[src/shared/usbr_pkg.sv]
package usbr_pkg;
   // Endpoint geometry
   localparam int         NUM_EP    = 3;
   localparam int         EP_SIZE   = 8;
   localparam logic [4:0] PKT_MAX   = 5'h0a;
   localparam logic [4:0] ZLP_COUNT = 5'h02;

   // Endpoint mode encodings
   localparam logic [3:0] MODE_DISABLE       = 4'h0;
   localparam logic [3:0] MODE_NAK_INOUT     = 4'h1;
   localparam logic [3:0] MODE_STATUS_OUT    = 4'h2;
   localparam logic [3:0] MODE_STALL_INOUT   = 4'h3;
   localparam logic [3:0] MODE_IGNORE_INOUT  = 4'h4;
   localparam logic [3:0] MODE_STATUS_IN     = 4'h6;
   localparam logic [3:0] MODE_NAK_OUT       = 4'h8;
   localparam logic [3:0] MODE_ACK_OUT       = 4'h9;
   localparam logic [3:0] MODE_NAKOUT_STATIN = 4'ha;
   localparam logic [3:0] MODE_ACKOUT_NAKIN  = 4'hb;
   localparam logic [3:0] MODE_NAK_IN        = 4'hc;
   localparam logic [3:0] MODE_ACK_IN        = 4'hd;
   localparam logic [3:0] MODE_NAKIN_STATOUT = 4'he;
   localparam logic [3:0] MODE_ACKIN_STATOUT = 4'hf;

   // Register map: byte address = ep * 0x10 + reg * 4
   localparam int         AEP_LSB     = 4;
   localparam int         AREG_LSB    = 2;
   localparam int         ATOP_LSB    = 6;
   localparam logic [1:0] REG_MODE    = 2'h0;
   localparam logic [1:0] REG_COUNT   = 2'h1;
   localparam logic [1:0] REG_DATA_LO = 2'h2;
   localparam logic [1:0] REG_DATA_HI = 2'h3;

   // Field positions
   localparam int F_ACK   = 4;
   localparam int F_OUT   = 5;
   localparam int F_IN    = 6;
   localparam int F_SETUP = 7;
   localparam int F_STALL = 7;
   localparam int F_DVAL  = 6;
   localparam int F_TOG   = 7;

   localparam logic [1:0] RESP_OKAY   = 2'h0;
   localparam logic [1:0] RESP_SLVERR = 2'h2;

   typedef enum logic [1:0] {PID_SETUP, PID_IN, PID_OUT} usbr_pid_t;
   typedef enum logic [2:0] {RSP_IGNORE, RSP_ACK, RSP_NAK, RSP_STALL, RSP_TXCNT, RSP_TX0, RSP_CHECK} usbr_resp_t;
   typedef enum logic [1:0] {HS_ACK, HS_NAK, HS_STALL, HS_DATA} usbr_hs_t;
   typedef enum logic [1:0] {ST_IDLE, ST_DATA, ST_INACK} usbr_state_t;
endpackage

[src/rtl/usbr_responder.sv]
`timescale 1ns/1ps
module usbr_responder
   import usbr_pkg::*;
(
   input  wire logic        clock,
   input  wire logic        rst_b,
   input  wire logic        ce,
   input  wire logic [7:0]  s_axi_awaddr,
   input  wire logic        s_axi_awvalid,
   output logic             s_axi_awready,
   input  wire logic [31:0] s_axi_wdata,
   input  wire logic [3:0]  s_axi_wstrb,
   input  wire logic        s_axi_wvalid,
   output logic             s_axi_wready,
   output logic [1:0]       s_axi_bresp,
   output logic             s_axi_bvalid,
   input  wire logic        s_axi_bready,
   input  wire logic [7:0]  s_axi_araddr,
   input  wire logic        s_axi_arvalid,
   output logic             s_axi_arready,
   output logic [31:0]      s_axi_rdata,
   output logic [1:0]       s_axi_rresp,
   output logic             s_axi_rvalid,
   input  wire logic        s_axi_rready,
   input  wire logic        tok_valid,
   input  usbr_pid_t        tok_pid,
   input  wire logic [1:0]  tok_ep,
   input  wire logic        tok_addr_ok,
   input  wire logic        rx_start,
   input  wire logic        rx_valid,
   input  wire logic [7:0]  rx_byte,
   input  wire logic        rx_done,
   input  wire logic [4:0]  rx_count,
   input  wire logic        rx_ok,
   input  wire logic        rx_toggle,
   output logic             hs_valid,
   output usbr_hs_t         hs_code,
   output logic [3:0]       tx_len,
   output logic             tx_toggle,
   input  wire logic [2:0]  tx_index,
   output logic [7:0]       tx_byte,
   input  wire logic        host_hs_valid,
   input  wire logic        host_hs_ack,
   output logic [2:0]       ep_irq
);

   function automatic usbr_resp_t resp_of(input logic [3:0] m, input logic st, input usbr_pid_t p);
      usbr_resp_t s;
      usbr_resp_t i;
      usbr_resp_t o;
      s = RSP_IGNORE;
      i = RSP_IGNORE;
      o = RSP_IGNORE;
      case (m)
         MODE_NAK_INOUT:     begin s = RSP_ACK; i = RSP_NAK;   o = RSP_NAK;   end
         MODE_STATUS_OUT:    begin s = RSP_ACK; i = RSP_STALL; o = RSP_CHECK; end
         MODE_STALL_INOUT:   begin s = RSP_ACK; i = RSP_STALL; o = RSP_STALL; end
         MODE_IGNORE_INOUT:  s = RSP_ACK;
         MODE_STATUS_IN:     begin s = RSP_ACK; i = RSP_TX0;   o = RSP_STALL; end
         MODE_NAK_OUT:       o = RSP_NAK;
         MODE_ACK_OUT:       o = st ? RSP_STALL : RSP_ACK;
         MODE_NAKOUT_STATIN: begin s = RSP_ACK; i = RSP_TX0;   o = RSP_NAK;   end
         MODE_ACKOUT_NAKIN:  begin s = RSP_ACK; i = RSP_NAK;   o = RSP_ACK;   end
         MODE_NAK_IN:        i = RSP_NAK;
         MODE_ACK_IN:        i = st ? RSP_STALL : RSP_TXCNT;
         MODE_NAKIN_STATOUT: begin s = RSP_ACK; i = RSP_NAK;   o = RSP_CHECK; end
         MODE_ACKIN_STATOUT: begin s = RSP_ACK; i = RSP_TXCNT; o = RSP_CHECK; end
         default:            s = RSP_IGNORE;
      endcase
      case (p)
         PID_SETUP: resp_of = s;
         PID_IN:    resp_of = i;
         default:   resp_of = o;
      endcase
   endfunction

   function automatic logic addr_ok(input logic [7:0] a);
      addr_ok = (a[7:ATOP_LSB] == 2'h0) && (a[1:0] == 2'h0) && (a[AEP_LSB +: 2] < 2'(NUM_EP));
   endfunction

   // auto mode changes after an ACK
   function automatic logic [3:0] after_ack(input logic [3:0] m);
      case (m)
         MODE_ACK_OUT:       after_ack = MODE_NAK_OUT;
         MODE_ACKOUT_NAKIN:  after_ack = MODE_NAK_INOUT;
         MODE_ACK_IN:        after_ack = MODE_NAK_IN;
         MODE_ACKIN_STATOUT: after_ack = MODE_NAKIN_STATOUT;
         default:            after_ack = m;
      endcase
   endfunction

   logic [3:0]  mode  [NUM_EP];
   logic        stall [NUM_EP];
   logic        ack_f [NUM_EP];
   logic [3:0]  count [NUM_EP];
   logic        dval  [NUM_EP];
   logic        tog   [NUM_EP];
   logic [7:0]  bufm  [NUM_EP][EP_SIZE];
   logic        setup_f;
   logic        in_f;
   logic        out_f;
   logic        lock0;
   usbr_state_t state;
   usbr_state_t next_state;
   logic [1:0]  cur_ep;
   usbr_pid_t   cur_pid;
   usbr_resp_t  cur_resp;
   logic [3:0]  rx_idx;

   // Bus decode
   wire         wr_go   = ce & s_axi_awvalid & s_axi_wvalid & ~s_axi_bvalid;
   wire         wr_ok   = addr_ok(s_axi_awaddr);
   wire  [1:0]  wr_ep   = s_axi_awaddr[AEP_LSB +: 2];
   wire  [1:0]  wr_reg  = s_axi_awaddr[AREG_LSB +: 2];
   wire         rd_go   = ce & s_axi_arvalid & ~s_axi_rvalid;
   wire         rd_ok   = addr_ok(s_axi_araddr);
   wire  [1:0]  rd_ep   = s_axi_araddr[AEP_LSB +: 2];
   wire  [1:0]  rd_reg  = s_axi_araddr[AREG_LSB +: 2];
   wire         unlock  = rd_go & rd_ok & (rd_ep == 2'h0) & ((rd_reg == REG_MODE) | (rd_reg == REG_COUNT));

   assign s_axi_awready = wr_go;
   assign s_axi_wready  = wr_go;
   assign s_axi_arready = rd_go;

   // Token decode
   wire         tok_ep_ok = tok_ep < 2'(NUM_EP);
   wire         tok_take  = ce & tok_valid & tok_addr_ok & tok_ep_ok & (state == ST_IDLE);
   wire  [3:0]  tok_mode  = tok_ep_ok ? mode[tok_ep] : MODE_DISABLE;
   // stall bit only on non-control endpoints
   wire         tok_stall = tok_ep_ok & (tok_ep != 2'h0) & stall[tok_ep];
   wire usbr_resp_t tok_resp = resp_of(tok_mode, tok_stall, tok_pid);
   wire  [3:0]  cur_mode  = mode[cur_ep];
   // count incl. CRC within size + 2, checks passed
   wire         pkt_good  = rx_ok & (rx_count <= PKT_MAX);
   wire         rx_we     = ce & (state == ST_DATA) & rx_valid & (cur_resp == RSP_ACK) & (rx_idx < 4'(EP_SIZE));

   logic        hs_fire;
   usbr_hs_t    hs_sel;
   logic        ack_set;
   logic        in_set;
   logic        out_set;
   logic        mode_we;
   logic [3:0]  mode_val;
   logic        cnt_we;
   logic        dval_val;
   logic        irq_fire;

   always_comb
   begin
      next_state = state;
      hs_fire    = 1'b0;
      hs_sel     = HS_NAK;
      ack_set    = 1'b0;
      in_set     = 1'b0;
      out_set    = 1'b0;
      mode_we    = 1'b0;
      mode_val   = after_ack(cur_mode);
      cnt_we     = 1'b0;
      dval_val   = pkt_good;
      irq_fire   = 1'b0;
      case (state)
         ST_IDLE:
            if (tok_take)
            begin
               if (tok_pid == PID_IN)
               begin
                  case (tok_resp)
                     RSP_NAK, RSP_STALL:
                     begin
                        hs_fire  = 1'b1;
                        // Flag and irq use tok_ep below; cur_ep is stale here
                        hs_sel   = (tok_resp == RSP_NAK) ? HS_NAK : HS_STALL;
                     end
                     // data packet of count or zero bytes
                     RSP_TXCNT, RSP_TX0:
                     begin
                        hs_fire    = 1'b1;
                        hs_sel     = HS_DATA;
                        next_state = ST_INACK;
                     end
                     default: next_state = ST_IDLE;
                  endcase
               end
               else if (tok_resp != RSP_IGNORE)
                  next_state = ST_DATA;
            end
         ST_DATA:
            if (ce & rx_done)
            begin
               next_state = ST_IDLE;
               case (cur_resp)
                  RSP_ACK:
                  begin
                     cnt_we   = 1'b1;
                     irq_fire = 1'b1;
                     out_set  = (cur_pid == PID_OUT);
                     if (pkt_good)
                     begin
                        hs_fire = 1'b1;
                        hs_sel  = HS_ACK;
                        ack_set = 1'b1;
                        mode_we = 1'b1;
                        // accepted SETUP goes to NAK mode
                        if (cur_pid == PID_SETUP)
                           mode_val = MODE_NAK_INOUT;
                     end
                  end
                  RSP_NAK, RSP_STALL:
                     if (pkt_good)
                     begin
                        hs_fire  = 1'b1;
                        hs_sel   = (cur_resp == RSP_NAK) ? HS_NAK : HS_STALL;
                        out_set  = 1'b1;
                        irq_fire = 1'b1;
                     end
                  // zero-length OUT with toggle 1 only
                  RSP_CHECK:
                     if (pkt_good)
                     begin
                        hs_fire  = 1'b1;
                        out_set  = 1'b1;
                        irq_fire = 1'b1;
                        cnt_we   = 1'b1;
                        dval_val = 1'b1;
                        if ((rx_count == ZLP_COUNT) & rx_toggle)
                        begin
                           hs_sel  = HS_ACK;
                           ack_set = 1'b1;
                           // 1111 to 1110 on status OUT
                           mode_we = 1'b1;
                        end
                        else
                           hs_sel = HS_STALL;
                     end
                  default: next_state = ST_IDLE;
               endcase
            end
         ST_INACK:
            if (ce & host_hs_valid)
            begin
               next_state = ST_IDLE;
               in_set     = 1'b1;
               irq_fire   = 1'b1;
               ack_set    = host_hs_ack;
               mode_we    = host_hs_ack;
            end
            // A new token means the host answer was lost
            else if (ce & tok_valid)
               next_state = ST_IDLE;
         default: next_state = ST_IDLE;
      endcase
   end

   // lock on any ACK moved on control endpoint
   wire lock_set = ack_set & (cur_ep == 2'h0);

   always_ff @(posedge clock or negedge rst_b)
   begin
      if (!rst_b)
      begin
         state    <= ST_IDLE;
         cur_ep   <= 2'h0;
         cur_pid  <= PID_SETUP;
         cur_resp <= RSP_IGNORE;
         rx_idx   <= 4'h0;
      end
      else if (ce)
      begin
         state <= next_state;
         if (tok_take)
         begin
            cur_ep   <= tok_ep;
            cur_pid  <= tok_pid;
            cur_resp <= tok_resp;
            rx_idx   <= 4'h0;
         end
         else if (state == ST_DATA && rx_valid && rx_idx < 4'(EP_SIZE))
            rx_idx <= rx_idx + 4'h1;
      end
   end

   // Control endpoint token flags, hardware set wins over CPU write
   wire wr_m0 = wr_go & wr_ok & (wr_ep == 2'h0) & (wr_reg == REG_MODE) & s_axi_wstrb[0] & ~lock0;

   always_ff @(posedge clock or negedge rst_b)
   begin
      if (!rst_b)
      begin
         setup_f <= 1'b0;
         in_f    <= 1'b0;
         out_f   <= 1'b0;
         lock0   <= 1'b0;
      end
      else if (ce)
      begin
         // SETUP flag at data phase start
         if (state == ST_DATA && cur_pid == PID_SETUP && cur_ep == 2'h0 && rx_start)
            setup_f <= 1'b1;
         else if (wr_m0)
            setup_f <= s_axi_wdata[F_SETUP];
         // IN and OUT flags at transaction end
         if (in_set && cur_ep == 2'h0)
            in_f <= 1'b1;
         else if (tok_take && tok_pid == PID_IN && tok_ep == 2'h0 && tok_resp != RSP_IGNORE && tok_resp != RSP_TXCNT
                  && tok_resp != RSP_TX0)
            in_f <= 1'b1;
         else if (wr_m0)
            in_f <= s_axi_wdata[F_IN];
         if (out_set && cur_ep == 2'h0)
            out_f <= 1'b1;
         else if (wr_m0)
            out_f <= s_axi_wdata[F_OUT];
         lock0 <= lock_set | (lock0 & ~unlock);
      end
   end

   // Per-endpoint mode, count and buffer storage
   for (genvar e = 0; e < NUM_EP; e++)
   begin : g_ep
      wire sel    = (cur_ep == 2'(e));
      wire wr_sel = wr_go & wr_ok & (wr_ep == 2'(e));
      // Lock covers only mode and count, not the data bytes
      wire wr_lk  = wr_sel & ~((e == 0) & lock0);
      wire wr_m   = wr_lk & (wr_reg == REG_MODE) & s_axi_wstrb[0];
      wire wr_c   = wr_lk & (wr_reg == REG_COUNT) & s_axi_wstrb[0];

      always_ff @(posedge clock or negedge rst_b)
      begin
         if (!rst_b)
         begin
            mode[e]  <= MODE_DISABLE;
            stall[e] <= 1'b0;
            ack_f[e] <= 1'b0;
            count[e] <= 4'h0;
            dval[e]  <= 1'b0;
            tog[e]   <= 1'b0;
         end
         else if (ce)
         begin
            if (mode_we && sel)
               mode[e] <= mode_val;
            else if (wr_m)
               mode[e] <= s_axi_wdata[3:0];
            if (wr_m)
               stall[e] <= (e != 0) & s_axi_wdata[F_STALL];
            if (ack_set && sel)
               ack_f[e] <= 1'b1;
            else if (wr_m)
               ack_f[e] <= s_axi_wdata[F_ACK];
            if (cnt_we && sel)
            begin
               count[e] <= rx_count[3:0];
               tog[e]   <= rx_toggle;
               dval[e]  <= dval_val;
            end
            else if (wr_c)
            begin
               count[e] <= s_axi_wdata[3:0];
               tog[e]   <= s_axi_wdata[F_TOG];
               dval[e]  <= s_axi_wdata[F_DVAL];
            end
         end
      end

      for (genvar b = 0; b < EP_SIZE; b++)
      begin : g_byte
         wire wr_b = wr_sel & (wr_reg == ((b < 4) ? REG_DATA_LO : REG_DATA_HI)) & s_axi_wstrb[b % 4];
         always_ff @(posedge clock or negedge rst_b)
         begin
            if (!rst_b)
               bufm[e][b] <= 8'h00;
            else if (rx_we && sel && rx_idx == 4'(b))
               bufm[e][b] <= rx_byte;
            else if (ce && wr_b)
               bufm[e][b] <= s_axi_wdata[8 * (b % 4) +: 8];
         end
      end
   end

   // Read data selection
   wire [1:0]  re = rd_ok ? rd_ep : 2'h0;
   wire [7:0]  rd_mode0 = {setup_f, in_f, out_f, ack_f[0], mode[0]};
   wire [7:0]  rd_mode  = (re == 2'h0) ? rd_mode0 : {stall[re], 2'h0, ack_f[re], mode[re]};
   wire [7:0]  rd_count = {tog[re], dval[re], 2'h0, count[re]};
   wire [31:0] rd_lo    = {bufm[re][3], bufm[re][2], bufm[re][1], bufm[re][0]};
   wire [31:0] rd_hi    = {bufm[re][7], bufm[re][6], bufm[re][5], bufm[re][4]};
   wire [31:0] rd_word  = !rd_ok                ? 32'h0000_0000 :
                          (rd_reg == REG_MODE)  ? {24'h00_0000, rd_mode} :
                          (rd_reg == REG_COUNT) ? {24'h00_0000, rd_count} :
                          (rd_reg == REG_DATA_LO) ? rd_lo : rd_hi;

   always_ff @(posedge clock or negedge rst_b)
   begin
      if (!rst_b)
      begin
         s_axi_bvalid <= 1'b0;
         s_axi_bresp  <= RESP_OKAY;
         s_axi_rvalid <= 1'b0;
         s_axi_rresp  <= RESP_OKAY;
         s_axi_rdata  <= 32'h0000_0000;
      end
      else if (ce)
      begin
         if (wr_go)
         begin
            s_axi_bvalid <= 1'b1;
            s_axi_bresp  <= wr_ok ? RESP_OKAY : RESP_SLVERR;
         end
         else if (s_axi_bready)
            s_axi_bvalid <= 1'b0;
         if (rd_go)
         begin
            s_axi_rvalid <= 1'b1;
            s_axi_rresp  <= rd_ok ? RESP_OKAY : RESP_SLVERR;
            s_axi_rdata  <= rd_word;
         end
         else if (s_axi_rready)
            s_axi_rvalid <= 1'b0;
      end
   end

   // Link-side outputs
   always_ff @(posedge clock or negedge rst_b)
   begin
      if (!rst_b)
      begin
         hs_valid  <= 1'b0;
         hs_code   <= HS_NAK;
         tx_len    <= 4'h0;
         tx_toggle <= 1'b0;
         tx_byte   <= 8'h00;
         ep_irq    <= 3'h0;
      end
      else if (ce)
      begin
         hs_valid <= hs_fire;
         ep_irq   <= 3'h0;
         if (hs_fire)
            hs_code <= hs_sel;
         if (tok_take)
         begin
            tx_len    <= (tok_resp == RSP_TXCNT) ? count[tok_ep] : 4'h0;
            tx_toggle <= tog[tok_ep];
         end
         if (irq_fire)
            ep_irq[cur_ep] <= 1'b1;
         else if (tok_take && tok_pid == PID_IN && (tok_resp == RSP_NAK || tok_resp == RSP_STALL))
            ep_irq[tok_ep] <= 1'b1;
         tx_byte <= bufm[cur_ep][tx_index];
      end
   end

endmodule

[config.mk]
export PLATFORM = sky130hd
export DESIGN_NAME = usbr_responder
export DESIGN_NICKNAME = d
export VERILOG_FILES = /design/src/shared/usbr_pkg.sv /design/src/rtl/usbr_responder.sv
export SDC_FILE = /design/constraint.sdc
export NUM_CORES = 1
export LEC_CHECK = 0
export BUFFER_PORTS_ARGS = -buffer_cell sky130_fd_sc_hd__buf_2
export CAP_MARGIN = 20
export CORE_UTILIZATION = 50
export DETAILED_ROUTE_END_ITERATION = 6
export HOLD_SLACK_MARGIN = 0.02
export PLACE_DENSITY = 0.7
export SYNTH_ARGS = -nofsm -noshare
export SYNTH_HDL_FRONTEND = slang
export SYNTH_SLANG_ARGS = --single-unit
[constraint.sdc]
create_clock -name clock -period 8.05 [get_ports clock]
set_input_delay 0 -clock clock [delete_from_list [all_inputs] [get_ports clock]]
set_output_delay 0 -clock clock [all_outputs]
set_load 0.005 [all_outputs]
==> results.md, run 1 <==
* Status: completed
* Clock-pin slew on the worst setup and hold paths at 0.06 ns
* CTS tree: yes
* Vias per cell at 6.45
* Startpoint types: input port
* Maximum buffer depth of the clock tree at 3
* Fraction of layout cells with a size suffix above 1 at 15.4%
* Reg area at 0.00749 mm2
* Period minus WS final at 3.72 ns
* Number of H-tree levels at 2
* Critical path arrival at 4.11 ns
* IO Count at 149
* Buffer and inverter count on the worst path at 2
* Post-synthesis async set-or-reset flop share at 100%
* Ys flop type: dfrtp_1
* DR vias at 16900
* CP cell instances: dlygate4sd3_1, buf_2, nor2b_1, a2bb2oi_1, maj3_1, a221oi_2, nor4_4, ha_1, nor2b_1, a21oi_1, a221oi_1, o41ai_2
* Starting DRT DRC Count at 2263
* Die Y at 195 um
* VDD IR max at 0.144 mV
* Port bufs at 146
* Post-synth EDFFs at 0
* Vias in the first global route at 16200
* Final slew viol count at 0
* Detail Route Antenna Nets at 0
* Leading cell type in the layout, fill and taps excluded: mux2i_1
* Die area at 0.0381 mm2
* Crit path max fanout at 18
* Critical path's largest stage delay at 0.80 ns
* Aggregate global routing overflow at 0
* Final WL at 65.3 mm
* Post-layout util at 58.0%
* Setup tns final at 0 ns
* Leading cell types in the layout, fill and taps excluded: 345 x mux2i_1, 296 x dfrtp_1, 294 x nor2_1
* Relative slew slack at 24.1%
* Area of the multi-input gates at 0.0104 mm2
* Die X at 195 um
* Share of the clock period used by the worst path at 46.2%
* Crit path required time at 8.44 ns
* Hold Vio Cnt, Final at 0
* Max capacitance violation total at 0
* Yosys synthesis warning count at 0
* Syn Area/Cell at 9.21 um2
* CP endpoint kind: flop
* CTS root buf: clkbuf_16
* Crit. path cell count at 12
* Synthesized instance count at 2027
* Global-route wire length before repair at 100 mm
* Final setup vio count at 0
* Cell area after synthesis at 0.0187 mm2
* CTS buffer count at 35
* Hold Path Class: input port to flop
* Fillcell total at 3121
* Pwr per Cell Area at 197 mW/mm2
* CP max stage cell: nor2b_1
* Area Growth Syn to Fin at 13.9%
* Worst Reg-to-Reg Cells at 8
* TritonRoute pass-1 iters at 6
* DR WL/cell at 24.9 um
* Initial antenna violation count at 2
* Core ar. at 0.0367 mm2
* Starting density of the core at 50.9%
* Largest delay share family, worst path: compound AO/OA/AOI/OAI gates
* GPL Wtd Cong at 0.919
* Largest net degree at the start of global routing at 109
* Yosys cell types at 76
* Nets at 2228
* Total track usage at 34.3%
* Worst Setup Path Type: input port to flop
* Clock Skew at 0.0157 ns
* FF+latch count, synth at 299
* Drc violations at 0
* Worst-Skew Late Latency at 0.52 ns
* Clk sink count at 299
* Sequential share of the synthesized area at 40.1%
* Hold-critical path depth at 4
* Achievable Freq at 269 MHz
* Post-DP HPWL at 42.9 mm
* Rows at 70
* Unrepaired setup endpoints after global routing: no
* Setup Buffers After CTS at 0
* P_leak at 0.0100 uW
* Most used cell, CP: nor2b_1
* Least-Margin Pin Slew at 1.13 ns
[worst reg2reg max path: stages (launching register included)]
cell,delay (ns)
dfrtp_1,0.40
inv_1,0.09
ha_1,0.26
nand4b_1,0.29
nor2_1,0.88
nand3_1,0.83
o21ai_2,0.63
nor2_1,0.10
a21oi_1,0.16
[per-layer routing]
layer / GRT usage (%) / routed length (um) / vias up
li1: - / - / 7508
met1: 46.4 / 26400 / 8136
met2: 52.8 / 29200 / 1045
met3: 6.32 / 6500 / 200
met4: 16.9 / 3220 / 4
met5: 0 / 23 / -
[cell families after synthesis]
| group | Yosys count | synth area share (%) |
|---|---|---|
| flops | 299 | 40.1 |
| other cells | 1 | 0.0201 |
| compound gates | 555 | 18.4 |
| xor+xnor | 2 | 0.0938 |
| fa+ha+maj | 15 | 0.985 |
| simple gates | 560 | 13.1 |
| buf+inv | 191 | 4.54 |
| mux | 404 | 22.9 |
[power breakdown]
group,switching [uW],internal [uW]
sequential,130,1580
clock,658,1010
combinational,532,281
total,1320,2870
[final timing paths]
path,end,from,slack (ns)
max,hs_code[1],tok_ep[0],4.33
max in group asynchronous,bufm[149],rst_b,5.80
max reg2reg,bufm[171],state[1],4.34
min,rx_idx[0],rx_valid,0.05
min reg2reg,tx_toggle,tx_toggle,0.48
min in group asynchronous,bufm[100],rst_b,0.16
[what timing repair did]
action                    CTS  global route
hold endpoints to repair  335             0
hold buffers               59             0
resized for setup           0             0
[cell usage after synthesis, types with 5 or more instances]
master / count / share of area, %
a211oi_1: 32 / 1.3
a21oi_1: 293 / 7.9
a22o_1: 27 / 1.3
a31oi_1: 16 / 0.54
and2_1: 5 / 0.17
and3_1: 15 / 0.50
buf_1: 17 / 0.34
buf_2: 47 / 1.3
buf_4: 17 / 0.68
clkbuf_1: 86 / 1.7
dfrtp_1: 298 / 40
ha_1: 13 / 0.87
inv_1: 23 / 0.46
mux2_2: 47 / 2.8
mux2i_1: 345 / 18
mux4_2: 8 / 0.96
nand2_1: 157 / 3.2
nand2b_1: 7 / 0.23
nand3_1: 27 / 0.72
nand4_1: 6 / 0.20
nor2_1: 294 / 5.9
nor2b_1: 14 / 0.47
o21a_1: 6 / 0.24
o21ai_0: 72 / 1.9
o21ai_2: 13 / 0.61
o21bai_2: 6 / 0.36
o221ai_1: 26 / 1.2
o22ai_1: 10 / 0.33
o41ai_1: 6 / 0.28
[cell type report]
type	instances	area share [%]
Antenna cell	2	0.0235
Clock buffer	49	4.94
Clock inverter	11	0.641
Inverter	23	0.406
Multi-Input combinational cell	1538	48.7
Sequential cell	299	35.2
Tap cell	468	2.75
Timing Repair Buffer	229	7.33
[state kept, by name, indices dropped and copies added, names as in the netlist, 2 cells and up]
signal and flops:
s_axi_rdata 32, cur_resp 3, dval 3, cur_pid 2, count 12, hs_code 2, ack_f 3, ep_irq 3
cur_ep 2, state 2, mode 12, tog 3, bufm 192, stall 2, tx_byte 8, rx_idx 4
tx_len 4
[metrics by stage]
| step | power [uW] | setup WS (ns) | hold WS (ns) | area, um2 | std cells |
|---|---|---|---|---|---|
| 3_3_place_gp | 2480 | 4.41 | 0.137 | 19400 | 2492 |
| 4_1_cts | 4180 | 4.36 | 0.0244 | 21200 | 2614 |
| 3_5_place_dp | 2500 | 4.38 | 0.143 | 19400 | 2495 |
| 2_1_floorplan | 2190 | 5.41 | -0.296 | 18700 | 2028 |
| 6_report | 4190 | 4.33 | 0.0489 | 21300 | 2619 |
| 5_1_grt | 4310 | 4.04 | 0.0497 | 21300 | 2617 |
No activity file was read; power rests on OpenSTA's default activity.
==> inputs of run 2 (changes only) <==
--- a/config.mk
+++ b/config.mk
@@ -10,7 +10,7 @@
 export CORE_UTILIZATION = 50
 export DETAILED_ROUTE_END_ITERATION = 6
 export HOLD_SLACK_MARGIN = 0.02
-export PLACE_DENSITY = 0.7
+export PLACE_DENSITY = 0.73
 export SYNTH_ARGS = -nofsm -noshare
 export SYNTH_HDL_FRONTEND = slang
 export SYNTH_SLANG_ARGS = --single-unit
==> constraint.sdc (replaced) <==
create_clock -name clock -period 3.09 [get_ports clock]
set_input_delay 0 -clock clock [delete_from_list [all_inputs] [get_ports clock]]
set_output_delay 0 -clock clock [all_outputs]
set_load 0.005 [all_outputs]
==> run 2 against run 1 <==
Sequential share of layout area fell by 1.2 points. Hold slack worse by 0.015 ns. Global-route usage up 0.50 points. Final cell count rose by 3.1%. Critical path depth is 2 lower. Largest cell class unchanged. Clock-buffer cell count up 2.
==> results.md, run 2 (synthesis results as in run 1) <==
* CTS tree: yes
* Period minus WS final at 2.88 ns
* Setup tns final at 0 ns (unchanged)
* DR vias at 17300 (+2.7%)
* Total chip power at 11500 uW (+170%)
* Rows at 70 (unchanged)
* GPL Wtd Cong at 0.960 (+4.5%)
* Aggregate global routing overflow at 0 (unchanged)
* Final hold slack at 0.0338 ns (-0.0151 ns)
* IO Count at 149 (unchanged)
* Nets at 2308 (+3.6%)
* Hold path startpoint: s_axi_wvalid
* Crit path required time at 3.51 ns (-4.93 ns)
* Fraction of layout cells with a size suffix above 1 at 18.0% (+2.7 points)
* Post-DP HPWL at 44.2 mm (+3.1%)
* Reg2Reg Launch Point: mode[0]
* Global-route wire length before repair at 101 mm (+1.3%)
* Status: completed
* Share of the clock period used by the worst path at 93.3%
* Largest register by flop count: bufm
* Worst-Skew Late Latency at 0.56 ns (+0.04 ns)
* Max capacitance violation total at 0 (unchanged)
* Number of H-tree levels at 2 (unchanged)
* Clk sink count at 299 (unchanged)
* Least-Margin Pin Slew at 0.931 ns (-0.202 ns)
* Starting density of the core at 50.9% (unchanged)
* Place WS at 0.240 ns (-4.14 ns)
* Hold Path Class: input port to flop
* Fillcell total at 3135 (+0.45%)
* Initial antenna violation count at 3 (+1)
* Critical path's largest stage delay at 0.40 ns (-0.40 ns)
* Worst hold endpoint: s_axi_bvalid
* Leading cell types in the layout, fill and taps excluded: 345 x mux2i_1, 296 x dfrtp_1, 294 x nor2_1
* Worst Setup Path Type: flop to flop
* Drc violations at 0 (unchanged)
* Core ar. at 0.0367 mm2 (unchanged)
* Crit path max fanout at 7 (-11)
* Final slew viol count at 0 (unchanged)
* Vias in the first global route at 16800 (+3.2%)
* TritonRoute pass-1 iters at 7 (+1)
* Die Y at 195 um (unchanged)
* Vias per cell at 6.42 (-0.42%)
* Achievable Freq at 347 MHz
* Final WL at 66.5 mm (+1.9%)
* Unrepaired setup endpoints after global routing: no
* CP endpoint kind: flop
* CP cell instances: mux2i_1, o2bb2ai_2, maj3_1, a221oi_2, nor4_4, ha_1, nor2b_1, a21oi_1, a221oi_1, o41ai_2
* Clock-pin slew on the worst setup and hold paths at 0.06 ns (about the same)
* Hold Vio Cnt, Final at 0 (unchanged)
* Die X at 195 um (unchanged)
* Worst Reg-to-Reg Cells at 10 (+2)
* RR Endpoint: hs_code[1]
* Detail Route Antenna Nets at 0 (unchanged)
* Leading registers by flop count: bufm x192, s_axi_rdata x32
* Final setup vio count at 0 (unchanged)
* Largest register FFs at 192 (unchanged)
* Largest delay share family, worst path: compound AO/OA/AOI/OAI gates
* Startpoint types: flop
* P_leak at 0.0105 uW (+4.4%)
* Leading cell type in the layout, fill and taps excluded: mux2i_1
* CTS buffer count at 37 (+5.7%)
* Maximum buffer depth of the clock tree at 3 (unchanged)
* CTS root buf: clkbuf_16
* Setup Buffers After CTS at 0 (unchanged)
* Largest net degree at the start of global routing at 109 (unchanged)
* Starting DRT DRC Count at 1972 (-13%)
* Relative slew slack at 37.9% (+14 points)
* Die area at 0.0381 mm2 (unchanged)
* Pwr per Cell Area at 520 mW/mm2 (+160%)
* Dpl cells at 2570 (+3.0%)
* R2r setup slk at 0.21 ns (-4.13 ns)
* Critical path arrival at 3.30 ns (-0.81 ns)
* Buffer and inverter count on the worst path at 0 (-2)
* DR WL/cell at 24.6 um (-1.1%)
* Total track usage at 34.8% (+0.50 points)
* VDD IR max at 0.436 mV (+200%)
* Final std cells w/o fill at 2701 (+3.1%)
* Worst setup margin at 0.206 ns (-4.12 ns)
* Hold-critical path depth at 4 (unchanged)
* Area Growth Syn to Fin at 18.1%
* Port bufs at 146 (unchanged)
* Clock Skew at 0.0155 ns (-0.000148 ns)
* CP max stage cell: dfrtp_1
## run 2: cell types whose count changed in the layout (fill, tap and decap cells not counted), moves of 2 or more
cell	previous run	this run
buf_4	19	89
clkbuf_1	4	9
clkbuf_8	8	3
clkinv_2	6	4
inv_6	0	2
bufinv_16	3	7
dlygate4sd3_1	59	64
buf_8	3	1
buf_12	1	8
## run 2: per-layer routing
| layer | share of wire, % | vias to the layer above | track usage (%) |
|---|---|---|---|
| li1 | - | 7654 | - |
| met1 | 40 | 8422 | 46.5 |
| met2 | 45 | 1078 | 53.8 |
| met3 | 11 | 192 | 7.75 |
| met4 | 4.3 | 2 | 15.9 |
| met5 | 0.018 | - | 0 |
## run 2: how the worst max path moves through the flow
stage	start	to	slack, ns	cells after the start
2_1_floorplan	mode[3]	hs_code[1]	0.45	11
3_3_place_gp	mode[0]	state[0]	0.30	12
3_5_place_dp	mode[0]	hs_code[1]	0.24	10
4_1_cts	mode[0]	hs_code[1]	0.20	10
5_1_grt	mode[0]	hs_code[1]	0.01	10
6_report	mode[0]	hs_code[1]	0.21	10
## run 2: repair_timing
item / 4_1_cts / 5_1_grt
hold endpoints to repair: 342 / 0
gates resized for setup: 0 / 2
hold buffers: 64 / 0
setup endpoints to repair: 0 / 1
## run 2: final cells by class
class | instances | area, um2 | area share (%)
Antenna cell | 2 | 5.00 | 0.0227
Clock buffer | 51 | 1050 | 4.77
Clock inverter | 13 | 248 | 1.12
Inverter | 23 | 86.3 | 0.392
Multi-Input combinational cell | 1538 | 10400 | 47.1
Sequential cell | 299 | 7490 | 34.0
Tap cell | 468 | 586 | 2.66
Timing Repair Buffer | 307 | 2210 | 10.0
## run 2: report_power, final
group	switching (uW)	internal, uW	leakage [uW]
clock	1790	2960	0.000636
sequential	283	4130	0.00413
combinational	1470	836	0.00571
total	3540	7930	0.0105
## run 2: stage by stage
step | utilization (%) | instance area [um2]
2_1_floorplan | - | 18700
3_3_place_gp | 54.7 | 20100
3_5_place_dp | 54.7 | 20100
4_1_cts | 60.0 | 22000
5_1_grt | 60.1 | 22000
6_report | 60.1 | 22000
## run 2: worst reg2reg max path, stage by stage, from the launching register on
cell and delay [ns]:
dfrtp_1 0.40, mux2i_1 0.27, o2bb2ai_2 0.18, maj3_1 0.39, a221oi_2 0.36, nor4_4 0.10
ha_1 0.30, nor2b_1 0.18, a21oi_1 0.09, a221oi_1 0.33, o41ai_2 0.13
==> inputs of run 3 (changes only) <==
--- a/config.mk
+++ b/config.mk
@@ -7,10 +7,11 @@
 export LEC_CHECK = 0
 export BUFFER_PORTS_ARGS = -buffer_cell sky130_fd_sc_hd__buf_2
 export CAP_MARGIN = 20
-export CORE_UTILIZATION = 50
+export CORE_MARGIN = 2
+export CORE_UTILIZATION = 55
 export DETAILED_ROUTE_END_ITERATION = 6
 export HOLD_SLACK_MARGIN = 0.02
-export PLACE_DENSITY = 0.73
+export PLACE_DENSITY = 0.79
 export SYNTH_ARGS = -nofsm -noshare
 export SYNTH_HDL_FRONTEND = slang
 export SYNTH_SLANG_ARGS = --single-unit
==> run 3 against run 2 <==
Largest cell class unchanged. Sequential share of layout area is 0.36 points higher. Register-to-register slack worse by 0.02 ns. The flow now finishes with violations (negative hold slack). Core utilization up 5.1 points. Routed wire length shrank 2.0%. Clock-buffer cell count grew 1. Clock power down 13%. Clock skew grew 0.0063 ns. First-iteration DRC count increased by 16%. Critical path depth is 3 lower.
==> results.md, run 3 (synthesis results as in run 1) <==
* Status: finished with violations
* Violated checks: negative hold slack
* Final WL at 65.2 mm (-2.0%)
* CP endpoint: tx_byte[5]
* Critical path's largest stage delay at 0.73 ns (+0.33 ns)
* Vias in the first global route at 17200 (+2.8%)
* Die area at 0.0354 mm2 (-7.0%)
* CTS tree: yes
* R2r setup slk at 0.18 ns (-0.02 ns)
* Area Growth Syn to Fin at 16.8%
* Total track usage at 36.4% (+1.6 points)
* Starting DRT DRC Count at 2292 (+16%)
* Port bufs at 146 (unchanged)
* CTS root buf: clkbuf_16
* Period minus WS final at 2.91 ns (+0.0216 ns)
* Crit path max fanout at 22 (+15)
* Largest delay share family, worst path: multiplexers
* Largest register by flop count: bufm
* Crit. path cell count at 7 (-3)
* Initial antenna violation count at 3 (unchanged)
* Setup tns final at 0 ns (unchanged)
* CP cell instances: buf_12, mux2i_1, nor2_1, a211oi_1, a21oi_1, mux4_2, mux2_2
* Leading cell type in the layout, fill and taps excluded: mux2i_1
* Die Y at 188 um (-3.6%)
* Drc violations at 0 (unchanged)
* Pwr per Cell Area at 498 mW/mm2 (-4.3%)
* TritonRoute pass-1 iters at 6 (-1)
* Startpoint types: flop
* Fraction of layout cells with a size suffix above 1 at 17.8% (-0.26 points)
* Final setup vio count at 0 (unchanged)
* Core ar. at 0.0334 mm2 (-8.9%)
* Aggregate global routing overflow at 0 (unchanged)
* Clock Skew at 0.0218 ns (+0.00630 ns)
* Die X at 188 um (-3.6%)
* Achievable Freq at 344 MHz (-0.74%)
* Worst Setup Path Type: flop to flop
* Hold Vio Cnt, Final at 3 (+3)
* DR WL/cell at 24.4 um (-0.92%)
* Reg2Reg Launch Point: cur_ep[0]
* CP max stage cell: dfrtp_4
* VDD IR max at 0.434 mV (-0.46%)
* Fillcell total at 2667 (-15%)
* Critical path arrival at 3.34 ns (+0.04 ns)
* CP startpoint: cur_ep[0]
* Unrepaired setup endpoints after global routing: no
* Post-layout util at 65.2% (+5.1 points)
* Share of the clock period used by the worst path at 94.0% (+0.70 points)
* Final std cells w/o fill at 2671 (-1.1%)
* Leading cell types in the layout, fill and taps excluded: 345 x mux2i_1, 296 x dfrtp_1, 294 x nor2_1
* Number of H-tree levels at 2 (unchanged)
* Crit path required time at 3.52 ns (about the same)
* Global-route wire length before repair at 100 mm (-1.2%)
* DR vias at 17800 (+2.4%)
* Worst Reg-to-Reg Cells at 7 (-3)
* Reg area at 0.00749 mm2 (unchanged)
* Relative slew slack at 47.0% (+9.1 points)
* Least-Margin Pin Slew at 0.794 ns (-0.137 ns)
* Final hold slack at -0.00276 ns (-0.0365 ns)
* Buffer and inverter count on the worst path at 1 (+1)
* Worst-Skew Late Latency at 0.54 ns (-0.02 ns)
* Final slew viol count at 0 (unchanged)
* RR Endpoint: tx_byte[5]
* Max capacitance violation total at 0 (unchanged)
* Area of the multi-input gates at 0.0104 mm2 (about the same)
* CP endpoint kind: flop
* Leading registers by flop count: bufm x192, s_axi_rdata x32
* Vias per cell at 6.65 (+3.5%)
* CTS buffer count at 35 (-5.4%)
* Hold Path Class: input port to async pin
* Rows at 67 (-4.3%)
* Maximum buffer depth of the clock tree at 3 (unchanged)
* IO Count at 149 (unchanged)
* Clock-pin slew on the worst setup and hold paths at 0.06 ns (about the same)
* Largest net degree at the start of global routing at 102 (-6.4%)
* Detail Route Antenna Nets at 0 (unchanged)
* Nets at 2297 (-0.48%)
* Largest register FFs at 192 (unchanged)
* GPL Wtd Cong at 0.984 (+2.4%)
* Clk sink count at 299 (unchanged)
* Starting density of the core at 55.8% (+4.9 points)
* Post-DP HPWL at 43.4 mm (-1.8%)
* P_leak at 0.0104 uW (-1.1%)
* Dpl cells at 2541 (-1.1%)
==> run 3: worst min-delay path by stage <==
| stage | end | slack (ns) | cells after the start |
|---|---|---|---|
| after floorplan | ack_f[0] | -0.30 | 0 |
| after global routing | s_axi_bvalid | 0.05 | 3 |
| final | bufm[100] | -0.003 | 2 |
| after global placement | s_axi_rdata[28] | -0.02 | 1 |
| after CTS | rx_idx[0] | 0.02 | 4 |
| after detailed placement | bufm[68] | -0.01 | 1 |
==> run 3: timing repair <==
item                                   CTS  global route
setup buffers                            0             2
endpoints found under the hold margin  396             0
setup endpoints to repair                0             2
resized for setup                        0             4
hold buffers                            62             0
==> run 3: area by class of cell <==
cell class / instances / area share (%)
antenna: 5 / 0.0574
clock buffer: 52 / 4.82
clock inverter: 8 / 0.379
inverter: 23 / 0.396
multi-input combinational: 1538 / 47.6
sequential: 299 / 34.3
tap: 448 / 2.57
timing repair buffer: 298 / 9.86
==> run 3: routing by layer <==
layer	global-route usage, %	share of wire (%)	vias up	wire length, um
met5	0	0	-	0
met4	21.0	6.2	0	4050
met3	9.05	12	284	8040
met2	55.2	44	1261	28700
met1	47.5	37	8567	24400
li1	-	-	7649	-
==> run 3: through the flow <==
stage	cell area, um2	total power (uW)	setup slack (ns)
5_1_grt	21800	11200	0.0411
3_3_place_gp	20000	6560	0.307
4_1_cts	21700	10800	0.116
3_5_place_dp	20000	6600	0.198
6_report	21800	10900	0.185
2_1_floorplan	18700	5710	0.451
==> run 3: power by group <==
group          total (uW)  switching (uW)  internal, uW
sequential           4420             285          4130
clock                4140            1700          2440
combinational        2300            1470           831
total               10900            3460          7400
